[src/t2c_pkg.sv]
package t2c_pkg;

  // ==========================================================================
  // bus geometry
  localparam int unsigned T2C_ADDR_W = 12;
  localparam int unsigned T2C_IDX_W  = 8;
  localparam logic [1:0]  T2C_RESP_OKAY   = 2'h0;
  localparam logic [1:0]  T2C_RESP_SLVERR = 2'h2;

  // ==========================================================================
  // register indices, byte address is four times the index
  localparam logic [7:0] T2C_IDX_CONTROL = 8'hC8;
  localparam logic [7:0] T2C_IDX_MODE    = 8'hC9;
  localparam logic [7:0] T2C_IDX_RCAP_LO = 8'hCA;
  localparam logic [7:0] T2C_IDX_RCAP_HI = 8'hCB;
  localparam logic [7:0] T2C_IDX_CNT_LO  = 8'hCC;
  localparam logic [7:0] T2C_IDX_CNT_HI  = 8'hCD;

  // ==========================================================================
  // counter2_control fields
  localparam int unsigned T2C_CTL_OVERFLOW_FLAG   = 7;
  localparam int unsigned T2C_CTL_EXTERNAL_FLAG   = 6;
  localparam int unsigned T2C_CTL_RX_BAUD_SELECT  = 5;
  localparam int unsigned T2C_CTL_TX_BAUD_SELECT  = 4;
  localparam int unsigned T2C_CTL_TRIGGER_ENABLE  = 3;
  localparam int unsigned T2C_CTL_RUN_BIT         = 2;
  localparam int unsigned T2C_CTL_COUNTER_SELECT  = 1;
  localparam int unsigned T2C_CTL_CAPTURE_SELECT  = 0;

  // ==========================================================================
  // counter2_mode fields
  localparam int unsigned T2C_MOD_CLOCK_OUT_ENABLE = 1;

  // ==========================================================================
  // reset values
  localparam logic [7:0]  T2C_RST_CONTROL = 8'h00;
  localparam logic [7:0]  T2C_RST_MODE    = 8'h00;
  localparam logic [15:0] T2C_RST_RCAP    = 16'h0000;
  localparam logic [15:0] T2C_RST_COUNT   = 16'h0000;
  localparam logic [15:0] T2C_COUNT_MAX   = 16'hFFFF;

  // ==========================================================================
  // operating modes
  typedef enum logic [1:0] {
    T2C_M_CAPTURE,
    T2C_M_RELOAD,
    T2C_M_BAUD,
    T2C_M_CLKOUT
  } t2c_mode_t;

endpackage

[src/t2c_regbus_if.sv]
`timescale 1ns/1ps
interface t2c_regbus_if;
  import t2c_pkg::*;

  logic                  wr_en;
  logic [T2C_ADDR_W-1:0] wr_addr;
  logic [7:0]            wr_data;
  logic                  wr_be;
  logic                  wr_ok;
  logic                  rd_en;
  logic [T2C_ADDR_W-1:0] rd_addr;
  logic [7:0]            rd_data;
  logic                  rd_ok;

  modport bus_end (output wr_en, wr_addr, wr_data, wr_be, rd_en, rd_addr,
                   input wr_ok, rd_data, rd_ok);
  modport reg_end (input wr_en, wr_addr, wr_data, wr_be, rd_en, rd_addr,
                   output wr_ok, rd_data, rd_ok);
endinterface

[src/t2c_timer2.sv]
// Function
// - sixteen-bit up counter kept as low and high bytes, each separately accessible
// - counter select 0 counts peripheral clocks, 1 counts count pin falling edges
// - run bit gates counting; clearing it freezes the count
// - rollover sets overflow flag requesting interrupt; only software clears it
// - no overflow flag in baud-rate or clock-out mode
// - trigger pin falling edge with trigger enable sets external flag
// - trigger enable 0 ignores trigger pin completely
// - trigger edge also captures or reloads in capture or reload mode
// - rx baud select picks timer1 overflows (0) or our overflows (1)
// - tx baud select picks timer1 overflows (0) or our overflows (1)
// - capture select 0 means auto-reload, 1 means capture on trigger edge
// - either baud select bit forces auto-reload, ignoring capture select
// - clock-out enable with counter select 0 drives a clock on count pin
// - low reload/capture byte latches capture, otherwise holds reload low byte
// - reload copies both reload/capture bytes into the count bytes
// - counter keeps counting during a capture
// - baud-rate mode rollover emits a shift-clock pulse instead of the flag
// - clock-out output is a 50% duty square wave
//
// The implementer's own choice: the AXI4-Lite interface to the registers.
`timescale 1ns/1ps
module t2c_timer2
  import t2c_pkg::*;
(
  input  wire logic                  aclk,
  input  wire logic                  aresetn,
  input  wire logic [T2C_ADDR_W-1:0] s_axi_awaddr,
  input  wire logic [2:0]            s_axi_awprot,
  input  wire logic                  s_axi_awvalid,
  output logic                       s_axi_awready,
  input  wire logic [31:0]           s_axi_wdata,
  input  wire logic [3:0]            s_axi_wstrb,
  input  wire logic                  s_axi_wvalid,
  output logic                       s_axi_wready,
  output logic [1:0]                 s_axi_bresp,
  output logic                       s_axi_bvalid,
  input  wire logic                  s_axi_bready,
  input  wire logic [T2C_ADDR_W-1:0] s_axi_araddr,
  input  wire logic [2:0]            s_axi_arprot,
  input  wire logic                  s_axi_arvalid,
  output logic                       s_axi_arready,
  output logic [31:0]                s_axi_rdata,
  output logic [1:0]                 s_axi_rresp,
  output logic                       s_axi_rvalid,
  input  wire logic                  s_axi_rready,
  input  wire logic                  count_pin_i,
  output logic                       count_pin_o,
  output logic                       count_pin_oe,
  input  wire logic                  trigger_pin_i,
  input  wire logic                  timer1_overflow_i,
  output logic                       rx_baud_tick,
  output logic                       tx_baud_tick,
  output logic                       timer_irq_req
);

  // ==========================================================================
  // register bus
  t2c_regbus_if rb ();

  t2c_axil_slave u_slave
  (
    .aclk    (aclk),
    .aresetn (aresetn),
    .awaddr  (s_axi_awaddr),
    .awvalid (s_axi_awvalid),
    .awready (s_axi_awready),
    .wdata   (s_axi_wdata),
    .wstrb   (s_axi_wstrb),
    .wvalid  (s_axi_wvalid),
    .wready  (s_axi_wready),
    .bresp   (s_axi_bresp),
    .bvalid  (s_axi_bvalid),
    .bready  (s_axi_bready),
    .araddr  (s_axi_araddr),
    .arvalid (s_axi_arvalid),
    .arready (s_axi_arready),
    .rdata   (s_axi_rdata),
    .rresp   (s_axi_rresp),
    .rvalid  (s_axi_rvalid),
    .rready  (s_axi_rready),
    .rb      (rb.bus_end)
  );

  // ==========================================================================
  // pin synchronisers
  logic count_fall;
  logic trig_fall;

  t2c_pin_sync u_count_sync
  (
    .aclk    (aclk),
    .aresetn (aresetn),
    .pin_i   (count_pin_i),
    .level_o (),
    .fall_o  (count_fall)
  );

  t2c_pin_sync u_trig_sync
  (
    .aclk    (aclk),
    .aresetn (aresetn),
    .pin_i   (trigger_pin_i),
    .level_o (),
    .fall_o  (trig_fall)
  );

  // ==========================================================================
  // address decode
  logic                 wr_in_range;
  logic                 rd_in_range;
  logic [T2C_IDX_W-1:0] wr_idx;
  logic [T2C_IDX_W-1:0] rd_idx;

  assign wr_in_range = (rb.wr_addr[T2C_ADDR_W-1:T2C_IDX_W+2] == '0);
  assign rd_in_range = (rb.rd_addr[T2C_ADDR_W-1:T2C_IDX_W+2] == '0);
  assign wr_idx      = rb.wr_addr[T2C_IDX_W+1:2];
  assign rd_idx      = rb.rd_addr[T2C_IDX_W+1:2];

  function automatic logic idx_known(input logic [T2C_IDX_W-1:0] idx);
    idx_known = (idx >= T2C_IDX_CONTROL) && (idx <= T2C_IDX_CNT_HI);
  endfunction

  assign rb.wr_ok = wr_in_range & idx_known(wr_idx);
  assign rb.rd_ok = rd_in_range & idx_known(rd_idx);

  // ==========================================================================
  // timer state
  logic [7:0]  ctl_reg, ctl_next;
  logic        clkout_en_reg, clkout_en_next;
  logic [15:0] rcap_reg, rcap_next;
  logic [15:0] cnt_reg, cnt_next;
  logic        pin_o_reg, pin_o_next;
  logic        pin_oe_reg, pin_oe_next;
  logic        rx_tick_reg, rx_tick_next;
  logic        tx_tick_reg, tx_tick_next;
  logic        irq_reg, irq_next;

  t2c_mode_t mode;
  logic      baud_sel;
  logic      drive_clk;
  logic      tick;
  logic      rollover;
  logic      trig;
  logic      wr_ctl, wr_mod, wr_rcl, wr_rch, wr_cnl, wr_cnh;

  always_comb
  begin
    baud_sel  = ctl_reg[T2C_CTL_RX_BAUD_SELECT] | ctl_reg[T2C_CTL_TX_BAUD_SELECT];
    drive_clk = clkout_en_reg & ~ctl_reg[T2C_CTL_COUNTER_SELECT];
    if (baud_sel)
      mode = T2C_M_BAUD;
    else if (drive_clk)
      mode = T2C_M_CLKOUT;
    else if (ctl_reg[T2C_CTL_CAPTURE_SELECT])
      mode = T2C_M_CAPTURE;
    else
      mode = T2C_M_RELOAD;
    // count source and gating
    tick = ctl_reg[T2C_CTL_RUN_BIT] & (ctl_reg[T2C_CTL_COUNTER_SELECT] ? count_fall : 1'b1);
    rollover = tick & (cnt_reg == T2C_COUNT_MAX);
    trig     = trig_fall & ctl_reg[T2C_CTL_TRIGGER_ENABLE];
  end

  // ==========================================================================
  // write strobes, one per mapped byte
  logic wr_hit;

  always_comb
  begin
    wr_hit = rb.wr_en & rb.wr_be & rb.wr_ok;
    wr_ctl = wr_hit & (wr_idx == T2C_IDX_CONTROL);
    wr_mod = wr_hit & (wr_idx == T2C_IDX_MODE);
    wr_rcl = wr_hit & (wr_idx == T2C_IDX_RCAP_LO);
    wr_rch = wr_hit & (wr_idx == T2C_IDX_RCAP_HI);
    wr_cnl = wr_hit & (wr_idx == T2C_IDX_CNT_LO);
    wr_cnh = wr_hit & (wr_idx == T2C_IDX_CNT_HI);
  end

  // ==========================================================================
  // next-state logic
  always_comb
  begin
    cnt_next       = cnt_reg;
    rcap_next      = rcap_reg;
    ctl_next       = ctl_reg;
    clkout_en_next = clkout_en_reg;
    // counting, reload on rollover except in capture mode
    if (tick)
    begin
      if (rollover && mode != T2C_M_CAPTURE)
        cnt_next = rcap_reg;
      else
        cnt_next = cnt_reg + 16'h0001;
    end
    // trigger-driven reload
    if (trig && mode == T2C_M_RELOAD)
      cnt_next = rcap_reg;
    // software byte writes to the count
    if (wr_cnl)
      cnt_next[7:0] = rb.wr_data;
    if (wr_cnh)
      cnt_next[15:8] = rb.wr_data;
    // reload/capture bytes
    if (wr_rcl)
      rcap_next[7:0] = rb.wr_data;
    if (wr_rch)
      rcap_next[15:8] = rb.wr_data;
    if (trig && mode == T2C_M_CAPTURE)
      rcap_next = cnt_reg;
    // control and mode registers
    if (wr_ctl)
      ctl_next = rb.wr_data;
    if (wr_mod)
      clkout_en_next = rb.wr_data[T2C_MOD_CLOCK_OUT_ENABLE];
    // hardware sets win over a same-cycle software clear
    if (rollover && (mode == T2C_M_CAPTURE || mode == T2C_M_RELOAD))
      ctl_next[T2C_CTL_OVERFLOW_FLAG] = 1'b1;
    if (trig)
      ctl_next[T2C_CTL_EXTERNAL_FLAG] = 1'b1;
  end

  always_ff @(posedge aclk)
  begin
    if (!aresetn)
    begin
      ctl_reg       <= T2C_RST_CONTROL;
      clkout_en_reg <= T2C_RST_MODE[T2C_MOD_CLOCK_OUT_ENABLE];
      rcap_reg      <= T2C_RST_RCAP;
      cnt_reg       <= T2C_RST_COUNT;
    end
    else
    begin
      ctl_reg       <= ctl_next;
      clkout_en_reg <= clkout_en_next;
      rcap_reg      <= rcap_next;
      cnt_reg       <= cnt_next;
    end
  end

  // ==========================================================================
  // pin, baud tick and request outputs
  always_comb
  begin
    pin_o_next = pin_o_reg;
    // square wave: one half period per rollover
    if (!drive_clk)
      pin_o_next = 1'b0;
    else if (rollover)
      pin_o_next = ~pin_o_reg;
    pin_oe_next  = drive_clk;
    rx_tick_next = ctl_reg[T2C_CTL_RX_BAUD_SELECT] ? rollover : timer1_overflow_i;
    tx_tick_next = ctl_reg[T2C_CTL_TX_BAUD_SELECT] ? rollover : timer1_overflow_i;
    irq_next     = ctl_next[T2C_CTL_OVERFLOW_FLAG] | ctl_next[T2C_CTL_EXTERNAL_FLAG];
  end

  always_ff @(posedge aclk)
  begin
    if (!aresetn)
    begin
      pin_o_reg   <= 1'b0;
      pin_oe_reg  <= 1'b0;
      rx_tick_reg <= 1'b0;
      tx_tick_reg <= 1'b0;
      irq_reg     <= 1'b0;
    end
    else
    begin
      pin_o_reg   <= pin_o_next;
      pin_oe_reg  <= pin_oe_next;
      rx_tick_reg <= rx_tick_next;
      tx_tick_reg <= tx_tick_next;
      irq_reg     <= irq_next;
    end
  end

  // ==========================================================================
  // read mux
  always_comb
  begin
    rb.rd_data = 8'h00;
    if (rd_in_range)
    begin
      case (rd_idx)
        T2C_IDX_CONTROL: rb.rd_data = ctl_reg;
        T2C_IDX_MODE:    rb.rd_data = {6'h00, clkout_en_reg, 1'b0};
        T2C_IDX_RCAP_LO: rb.rd_data = rcap_reg[7:0];
        T2C_IDX_RCAP_HI: rb.rd_data = rcap_reg[15:8];
        T2C_IDX_CNT_LO:  rb.rd_data = cnt_reg[7:0];
        T2C_IDX_CNT_HI:  rb.rd_data = cnt_reg[15:8];
        default:         rb.rd_data = 8'h00;
      endcase
    end
  end

  // ==========================================================================
  // outputs
  assign count_pin_o   = pin_o_reg;
  assign count_pin_oe  = pin_oe_reg;
  assign rx_baud_tick  = rx_tick_reg;
  assign tx_baud_tick  = tx_tick_reg;
  assign timer_irq_req = irq_reg;

endmodule // t2c_timer2

[src/t2c_pin_sync.sv]
`timescale 1ns/1ps
module t2c_pin_sync
(
  input  wire logic aclk,
  input  wire logic aresetn,
  input  wire logic pin_i,
  output logic      level_o,
  output logic      fall_o
);

  // ==========================================================================
  // two-stage synchroniser plus history stage for edge detection
  logic s1_reg, s2_reg, s3_reg;
  logic s1_next, s2_next, s3_next;

  always_comb
  begin
    s1_next = pin_i;
    s2_next = s1_reg;
    s3_next = s2_reg;
  end

  always_ff @(posedge aclk)
  begin
    if (!aresetn)
    begin
      s1_reg <= 1'b1;
      s2_reg <= 1'b1;
      s3_reg <= 1'b1;
    end
    else
    begin
      s1_reg <= s1_next;
      s2_reg <= s2_next;
      s3_reg <= s3_next;
    end
  end

  assign level_o = s2_reg;
  assign fall_o  = s3_reg & ~s2_reg;

endmodule // t2c_pin_sync

[src/t2c_axil_slave.sv]
`timescale 1ns/1ps
module t2c_axil_slave
  import t2c_pkg::*;
(
  input  wire logic                  aclk,
  input  wire logic                  aresetn,
  input  wire logic [T2C_ADDR_W-1:0] awaddr,
  input  wire logic                  awvalid,
  output logic                       awready,
  input  wire logic [31:0]           wdata,
  input  wire logic [3:0]            wstrb,
  input  wire logic                  wvalid,
  output logic                       wready,
  output logic [1:0]                 bresp,
  output logic                       bvalid,
  input  wire logic                  bready,
  input  wire logic [T2C_ADDR_W-1:0] araddr,
  input  wire logic                  arvalid,
  output logic                       arready,
  output logic [31:0]                rdata,
  output logic [1:0]                 rresp,
  output logic                       rvalid,
  input  wire logic                  rready,
  t2c_regbus_if.bus_end              rb
);

  // ==========================================================================
  // write and read channel state
  logic                  aw_full_reg, aw_full_next, w_full_reg, w_full_next;
  logic [T2C_ADDR_W-1:0] awaddr_reg, awaddr_next, araddr_reg, araddr_next;
  logic [7:0]            wdata_reg, wdata_next;
  logic                  wbe_reg, wbe_next;
  logic                  awready_reg, awready_next, wready_reg, wready_next;
  logic                  bvalid_reg, bvalid_next, arready_reg, arready_next;
  logic [1:0]            bresp_reg, bresp_next, rresp_reg, rresp_next;
  logic                  ar_busy_reg, ar_busy_next, rvalid_reg, rvalid_next;
  logic [31:0]           rdata_reg, rdata_next;
  logic                  fire;

  always_comb
  begin
    fire         = aw_full_reg & w_full_reg & ~bvalid_reg;
    aw_full_next = aw_full_reg;
    w_full_next  = w_full_reg;
    awaddr_next  = awaddr_reg;
    wdata_next   = wdata_reg;
    wbe_next     = wbe_reg;
    bvalid_next  = bvalid_reg;
    bresp_next   = bresp_reg;
    if (awvalid & awready_reg)
    begin
      aw_full_next = 1'b1;
      awaddr_next  = awaddr;
    end
    if (wvalid & wready_reg)
    begin
      w_full_next = 1'b1;
      wdata_next  = wdata[7:0];
      wbe_next    = wstrb[0];
    end
    if (fire)
    begin
      aw_full_next = 1'b0;
      w_full_next  = 1'b0;
      bvalid_next  = 1'b1;
      bresp_next   = rb.wr_ok ? T2C_RESP_OKAY : T2C_RESP_SLVERR;
    end
    else if (bvalid_reg & bready)
    begin
      bvalid_next = 1'b0;
    end
    awready_next = ~aw_full_next;
    wready_next  = ~w_full_next;
    ar_busy_next = arvalid & arready_reg;
    araddr_next  = (arvalid & arready_reg) ? araddr : araddr_reg;
    rvalid_next  = rvalid_reg;
    rdata_next   = rdata_reg;
    rresp_next   = rresp_reg;
    if (ar_busy_reg)
    begin
      rvalid_next = 1'b1;
      rdata_next  = {24'h000000, rb.rd_data};
      rresp_next  = rb.rd_ok ? T2C_RESP_OKAY : T2C_RESP_SLVERR;
    end
    else if (rvalid_reg & rready)
    begin
      rvalid_next = 1'b0;
    end
    arready_next = ~ar_busy_next & ~rvalid_next;
  end

  always_ff @(posedge aclk)
  begin
    if (!aresetn)
    begin
      aw_full_reg <= 1'b0;
      w_full_reg  <= 1'b0;
      awaddr_reg  <= '0;
      araddr_reg  <= '0;
      wdata_reg   <= 8'h00;
      wbe_reg     <= 1'b0;
      awready_reg <= 1'b1;
      wready_reg  <= 1'b1;
      bvalid_reg  <= 1'b0;
      bresp_reg   <= T2C_RESP_OKAY;
      ar_busy_reg <= 1'b0;
      arready_reg <= 1'b1;
      rvalid_reg  <= 1'b0;
      rdata_reg   <= 32'h00000000;
      rresp_reg   <= T2C_RESP_OKAY;
    end
    else
    begin
      aw_full_reg <= aw_full_next;
      w_full_reg  <= w_full_next;
      awaddr_reg  <= awaddr_next;
      araddr_reg  <= araddr_next;
      wdata_reg   <= wdata_next;
      wbe_reg     <= wbe_next;
      awready_reg <= awready_next;
      wready_reg  <= wready_next;
      bvalid_reg  <= bvalid_next;
      bresp_reg   <= bresp_next;
      ar_busy_reg <= ar_busy_next;
      arready_reg <= arready_next;
      rvalid_reg  <= rvalid_next;
      rdata_reg   <= rdata_next;
      rresp_reg   <= rresp_next;
    end
  end

  assign rb.wr_en   = fire;
  assign rb.wr_addr = awaddr_reg;
  assign rb.wr_data = wdata_reg;
  assign rb.wr_be   = wbe_reg;
  assign rb.rd_en   = ar_busy_reg;
  assign rb.rd_addr = araddr_reg;
  assign awready    = awready_reg;
  assign wready     = wready_reg;
  assign bvalid     = bvalid_reg;
  assign bresp      = bresp_reg;
  assign arready    = arready_reg;
  assign rvalid     = rvalid_reg;
  assign rdata      = rdata_reg;
  assign rresp      = rresp_reg;

endmodule // t2c_axil_slave

[config.mk]
export PLATFORM = sky130hd
export DESIGN_NAME = t2c_timer2
export DESIGN_NICKNAME = d
export VERILOG_FILES = /design/src/t2c_pkg.sv /design/src/t2c_regbus_if.sv /design/src/t2c_timer2.sv /design/src/t2c_pin_sync.sv /design/src/t2c_axil_slave.sv
export SDC_FILE = /design/constraint.sdc
export NUM_CORES = 1
export LEC_CHECK = 0
export ABC_AREA = 1
export BUFFER_PORTS_ARGS = -buffer_cell sky130_fd_sc_hd__clkbuf_2
export CAP_MARGIN = 20
export CORE_UTILIZATION = 45
export CTS_CLUSTER_SIZE = 8
export DETAILED_ROUTE_END_ITERATION = 10
export PLACE_DENSITY_LB_ADDON = 0.15
export SLEW_MARGIN = 10
export SYNTH_ARGS = -nofsm -noshare
export SYNTH_HDL_FRONTEND = slang
export SYNTH_HIERARCHICAL = 1
export SYNTH_SLANG_ARGS = --single-unit
[constraint.sdc]
create_clock -name aclk -period 2.54 [get_ports aclk]
set_input_delay 0.254 -clock aclk [delete_from_list [all_inputs] [get_ports aclk]]
set_output_delay 0.254 -clock aclk [all_outputs]
set_load 0.01 [all_outputs]
* After elaboration in Yosys (flattened, before gate mapping)
Index checks and enable logic that the tools add are counted.
Cells by class: add/subtract/negate cells 1, $mul 0, divide/modulo/power cells 0, order comparisons 4, equality and inequality tests 14, shift operators 0, mux-type cells 29, bitwise gates (word level) 35, reduce and logical (&&, ||, !) cells 17
Operators with widths (number):
- $eq A8 B8 Y1 const B | 12
- $mux W16 | 4
- $mux W8 | 6
- $pmux W8 S6 | 1
- $and A1 B1 Y1 | 24
- $add A16 B1 Y16 const B | 1
- $eq A16 B16 Y1 const B | 1
- $ge A8 B8 Y1 const B | 2
- $le A8 B8 Y1 const B | 2
- $mux W1 | 14
- $not A1 Y1 | 9
- $mux W2 | 4
- $reduce_bool A2 Y1 | 4
- $logic_and A1 B1 Y1 | 6
- $logic_not A2 Y1 | 3
- $reduce_bool A3 Y1 | 2
- $eq A2 B1 Y1 const B | 1
- $or A1 B1 Y1 | 2
- $reduce_and A2 Y1 | 1
- $logic_or A1 B1 Y1 | 1
Word-level totals: register bits after elaboration 105, bits in latches 0, RAM bits 0, memory bits (read-only) 0, input port bits 76, output and inout port bits 46, word-level logic and storage cells 133, memories 0

* Depth between registers and ports, before layout
depth after elaboration 10, depth in mapped cells 16

* Cells and area by module
The synthesis kept the hierarchy.
By module, submodules not included:
- t2c_timer2 | times used 1, cells each 533, area each 3218.1 µm²
- t2c_axil_slave | times used 1, cells each 247, area each 2175.8 µm²
- t2c_pin_sync | times used 2, cells each 11, area each 90.1 µm²

* Worst setup path before layout
OpenSTA, ideal clock, no wires.
path kind reg-to-reg, start point register cnt_reg[0], end point register cnt_reg[8], data arrival time 1.530 ns, data required time 2.412 ns, slack 0.882 ns, stages on the path, launching flop included 12, path buffers 1, clock period less this slack 1.658 ns, cell sequence dfxtp_1 ha_1 nand3_2 nor2_4 nand3_4 nand2_4 nand2_4 buf_6 o21ai_1 nor2_1 nor2_1 nor2_1
Between the ends: longest elaborated chain between the ends 7
Ends and longest elaborated chain:
- from (decl) | line t2c_timer2.sv:132 | logic [15:0] cnt_reg, cnt_next;
- from (signal assigned) | line t2c_timer2.sv:237 | cnt_reg <= cnt_next;
- parallel branches: the longest is 3 deep, another holds $add A16 B1 Y16
- $mux W16 * | line t2c_timer2.sv:191 | if (rollover && mode != T2C_M_CAPTURE)
- $mux W16 * | line t2c_timer2.sv:189 | if (tick)
- $mux W16 * | line t2c_timer2.sv:197 | if (trig && mode == T2C_M_RELOAD)
- $mux W8 * | line t2c_timer2.sv:202 | if (wr_cnh)
Mark *: on every way between the ends. The select of a mux whose other input is x is not followed. A chain may end at the register's enable or synchronous reset.

* Final worst setup path
start point register u_slave.awaddr_reg[5] (netlist: u_slave/rb.wr_addr[5]), end point register rcap_reg[13]
Between the ends: longest elaborated chain between the ends 6
Ends and longest elaborated chain:
- from (decl) | line t2c_axil_slave.sv:30 | logic [T2C_ADDR_W-1:0] awaddr_reg, awaddr_next, araddr_reg, araddr_next;
- from (signal assigned) | line t2c_axil_slave.sv:116 | awaddr_reg <= awaddr_next;
- $ge A8 B8 Y1 or $le A8 B8 Y1 (tied branches) | line t2c_timer2.sv:121 | idx_known = (idx >= T2C_IDX_CONTROL) && (idx <= T2C_IDX_CNT_HI);
- $logic_and A1 B1 Y1 | line t2c_timer2.sv:121
- $and A1 B1 Y1 | line t2c_timer2.sv:124 | assign rb.wr_ok = wr_in_range & idx_known(wr_idx);
- $and A1 B1 Y1 | line t2c_timer2.sv:171 | wr_hit = rb.wr_en & rb.wr_be & rb.wr_ok;
- $and A1 B1 Y1 * | line t2c_timer2.sv:175 | wr_rch = wr_hit & (wr_idx == T2C_IDX_RCAP_HI);
- $reduce_bool A2 Y1 (no line) *
- to (signal assigned) | line t2c_timer2.sv:236 | rcap_reg <= rcap_next;
- to (decl) | line t2c_timer2.sv:131 | logic [15:0] rcap_reg, rcap_next;
Every way passes the cells marked *; elsewhere a longest branch is shown, timed or not.

==> impl_metrics.env <==
export IMPL_nFillCells=1189
export IMPL_skew_ps=12.4
export IMPL_avgSynthCellArea_um2=6.91
export IMPL_cts_made_buffers=9
export IMPL_postCtsHoldBufs=0
export IMPL_drv_slew=0
export IMPL_root_buffer="clkbuf_16"
export IMPL_worst_path_most_repeated_cell="nand2_2"
export IMPL_worst_pin_slew_ps=560
export IMPL_area_delta_synth_final_pct=9.65
export IMPL_leakage_nw=2.67
export IMPL_cts_sinks=99
export IMPL_fin_nets=914
export IMPL_period_needed_ps=2110
export IMPL_fin_crit_sh=0.832
export IMPL_die_h_um=112
export IMPL_cts_reportedPaths_clkPinSlew_ps=60
export IMPL_dp_cells=969
export IMPL_utilization=0.513
export IMPL_p_per_area_mw_per_mm2=582
export IMPL_dp_hpwl_um=10600
export IMPL_instances_no_fill=984
export IMPL_critPathKind="reg -> reg"
export IMPL_postRouteAntennaNets=0
export IMPL_crit_chain="nand2_2 -> nor2_2 -> nand3b_1 -> nand2_2 -> nand2_2 -> nor2_4 -> nand2_1 -> nand2_2 -> inv_1 -> nand2_1 -> a21oi_1"
export IMPL_fmaxAchievable_ghz=0.473
export IMPL_routed_via_count=5026
export IMPL_avgRoutedWirePerCell_um=14.3
export IMPL_track_usage=0.236
export IMPL_slowest_stage="dfxtp_1"
export IMPL_grt_pass1_wl_um=23000
export IMPL_drcViolationCount=5
export IMPL_start_util=0.468
export IMPL_outcome="finished with violations"
export IMPL_multiInputGateArea_mm2=0.00278
export IMPL_ioPinCount=122
export IMPL_path_max_fanout=12
export IMPL_hold_viol=0
export IMPL_startpoint_type="flop"
export IMPL_critPathRequiredTime_ps=2750
export IMPL_violations="DRC"
export IMPL_drtIter0Drc=372
export IMPL_cts_buffer_depth=2
export IMPL_setup_viol=0
export IMPL_yosys_warnings=6
export IMPL_cts_tree="built"
export IMPL_antenna_found_initial=0
export IMPL_core_mm2=0.0116
export IMPL_maxSlewHeadroom=0.626
export IMPL_antenna_cells=0
export IMPL_clkLatencyLatePin_ps=360
export IMPL_cts_setup_buffers=0
export IMPL_die_w_um=112
export IMPL_regArea_mm2=0.00198
export IMPL_dieArea_mm2=0.0125
export IMPL_htreeDepth=3
export IMPL_grt_pass1_vias=4613
export IMPL_hold_path_class="in -> reg"
export IMPL_slowest_delay_ps=430
export IMPL_cts_resized=0
export IMPL_synthesis_area_mm2=0.00543
export IMPL_grt_overflow=0
export IMPL_tns_ps=0
export IMPL_critical_path_endpoint_type="flop"
export IMPL_grt_start_max_net_pins=40
export IMPL_cp_arrival_ps=2320
export IMPL_cap_violations=0
export IMPL_drive_gt1_frac=0.189
export IMPL_rows=39
export IMPL_routed_wl_um=14100
export IMPL_vias_per_cell=5.11
export IMPL_rsz0062_at_grt="no"
export IMPL_gp_congestion=0.935
export IMPL_max_vdd_ir_drop_uv=587
export IMPL_port_buffers=58
export IMPL_firstDrtPassIters=8
export IMPL_synthCells=786
-- cells in the final DEF (no fill, tap or decap), drive strengths merged, types with 11 or more instances in the layout --
cell / instances
nand4: 11
dfxtp: 99
a21oi: 34
clkbuf: 67
xor2: 11
o22ai: 11
nand3: 60
inv: 95
o21ai: 73
nand2: 179
nor2: 145
conb: 26
-- area by class of cell --
type,count,share of cell area
Inverter,97,0.0618
Tap cell,143,0.0300
Clock inverter,6,0.0153
Sequential cell,99,0.333
Multi-Input combinational cell,566,0.466
Clock buffer,9,0.0378
Timing Repair Buffer,64,0.0563
-- worst max-delay path: cells and delay by family, from the launching register on --
kind                   cells  cell delay [ps]
AO/OA/AOI/OAI              1               60
buffers and inverters      1              230
AND/OR/NAND/NOR            9             1250
flip-flops                 1              430
-- metrics by stage --
stage               worst slack [ps]  power (mW)  cell area, um2  hold WS [ps]
finish                           426        3.47            5960          74.6
global route                     235        3.60            5960          82.8
CTS                              448        3.49            5960          65.5
detailed placement               460        2.03            5640           396
global placement                 518        2.02            5640           387
floorplan                        882        1.97            5530           323
-- worst paths after layout --
path	startpoint	end	slack, ps	cells past startpoint
worst min register to register	u_count_sync/s1_reg	u_count_sync/level_o	410	2
worst min-delay path	trigger_pin_i	u_trig_sync/s1_reg	70	3
worst max-delay path	u_slave/rb.wr_addr[5]	rcap_reg[13]	430	11
worst max register to register	u_slave/rb.wr_addr[5]	rcap_reg[13]	430	11
-- metal layers --
layer  part of all wire  global-route usage  up-vias
met5                  0                   0        -
li1                   -                   -     2552
met1               0.47               0.318     2290
met2               0.45               0.376      160
met4              0.022              0.0991        0
met3              0.057              0.0376       24
-- power by group --
group          switching, mW  internal (mW)  leakage [nW]
Clock                  0.608          0.861         0.155
Sequential            0.0742           1.62         0.809
Combinational          0.196          0.108          1.71
Note: power is estimated with default switching activity, not from simulation.
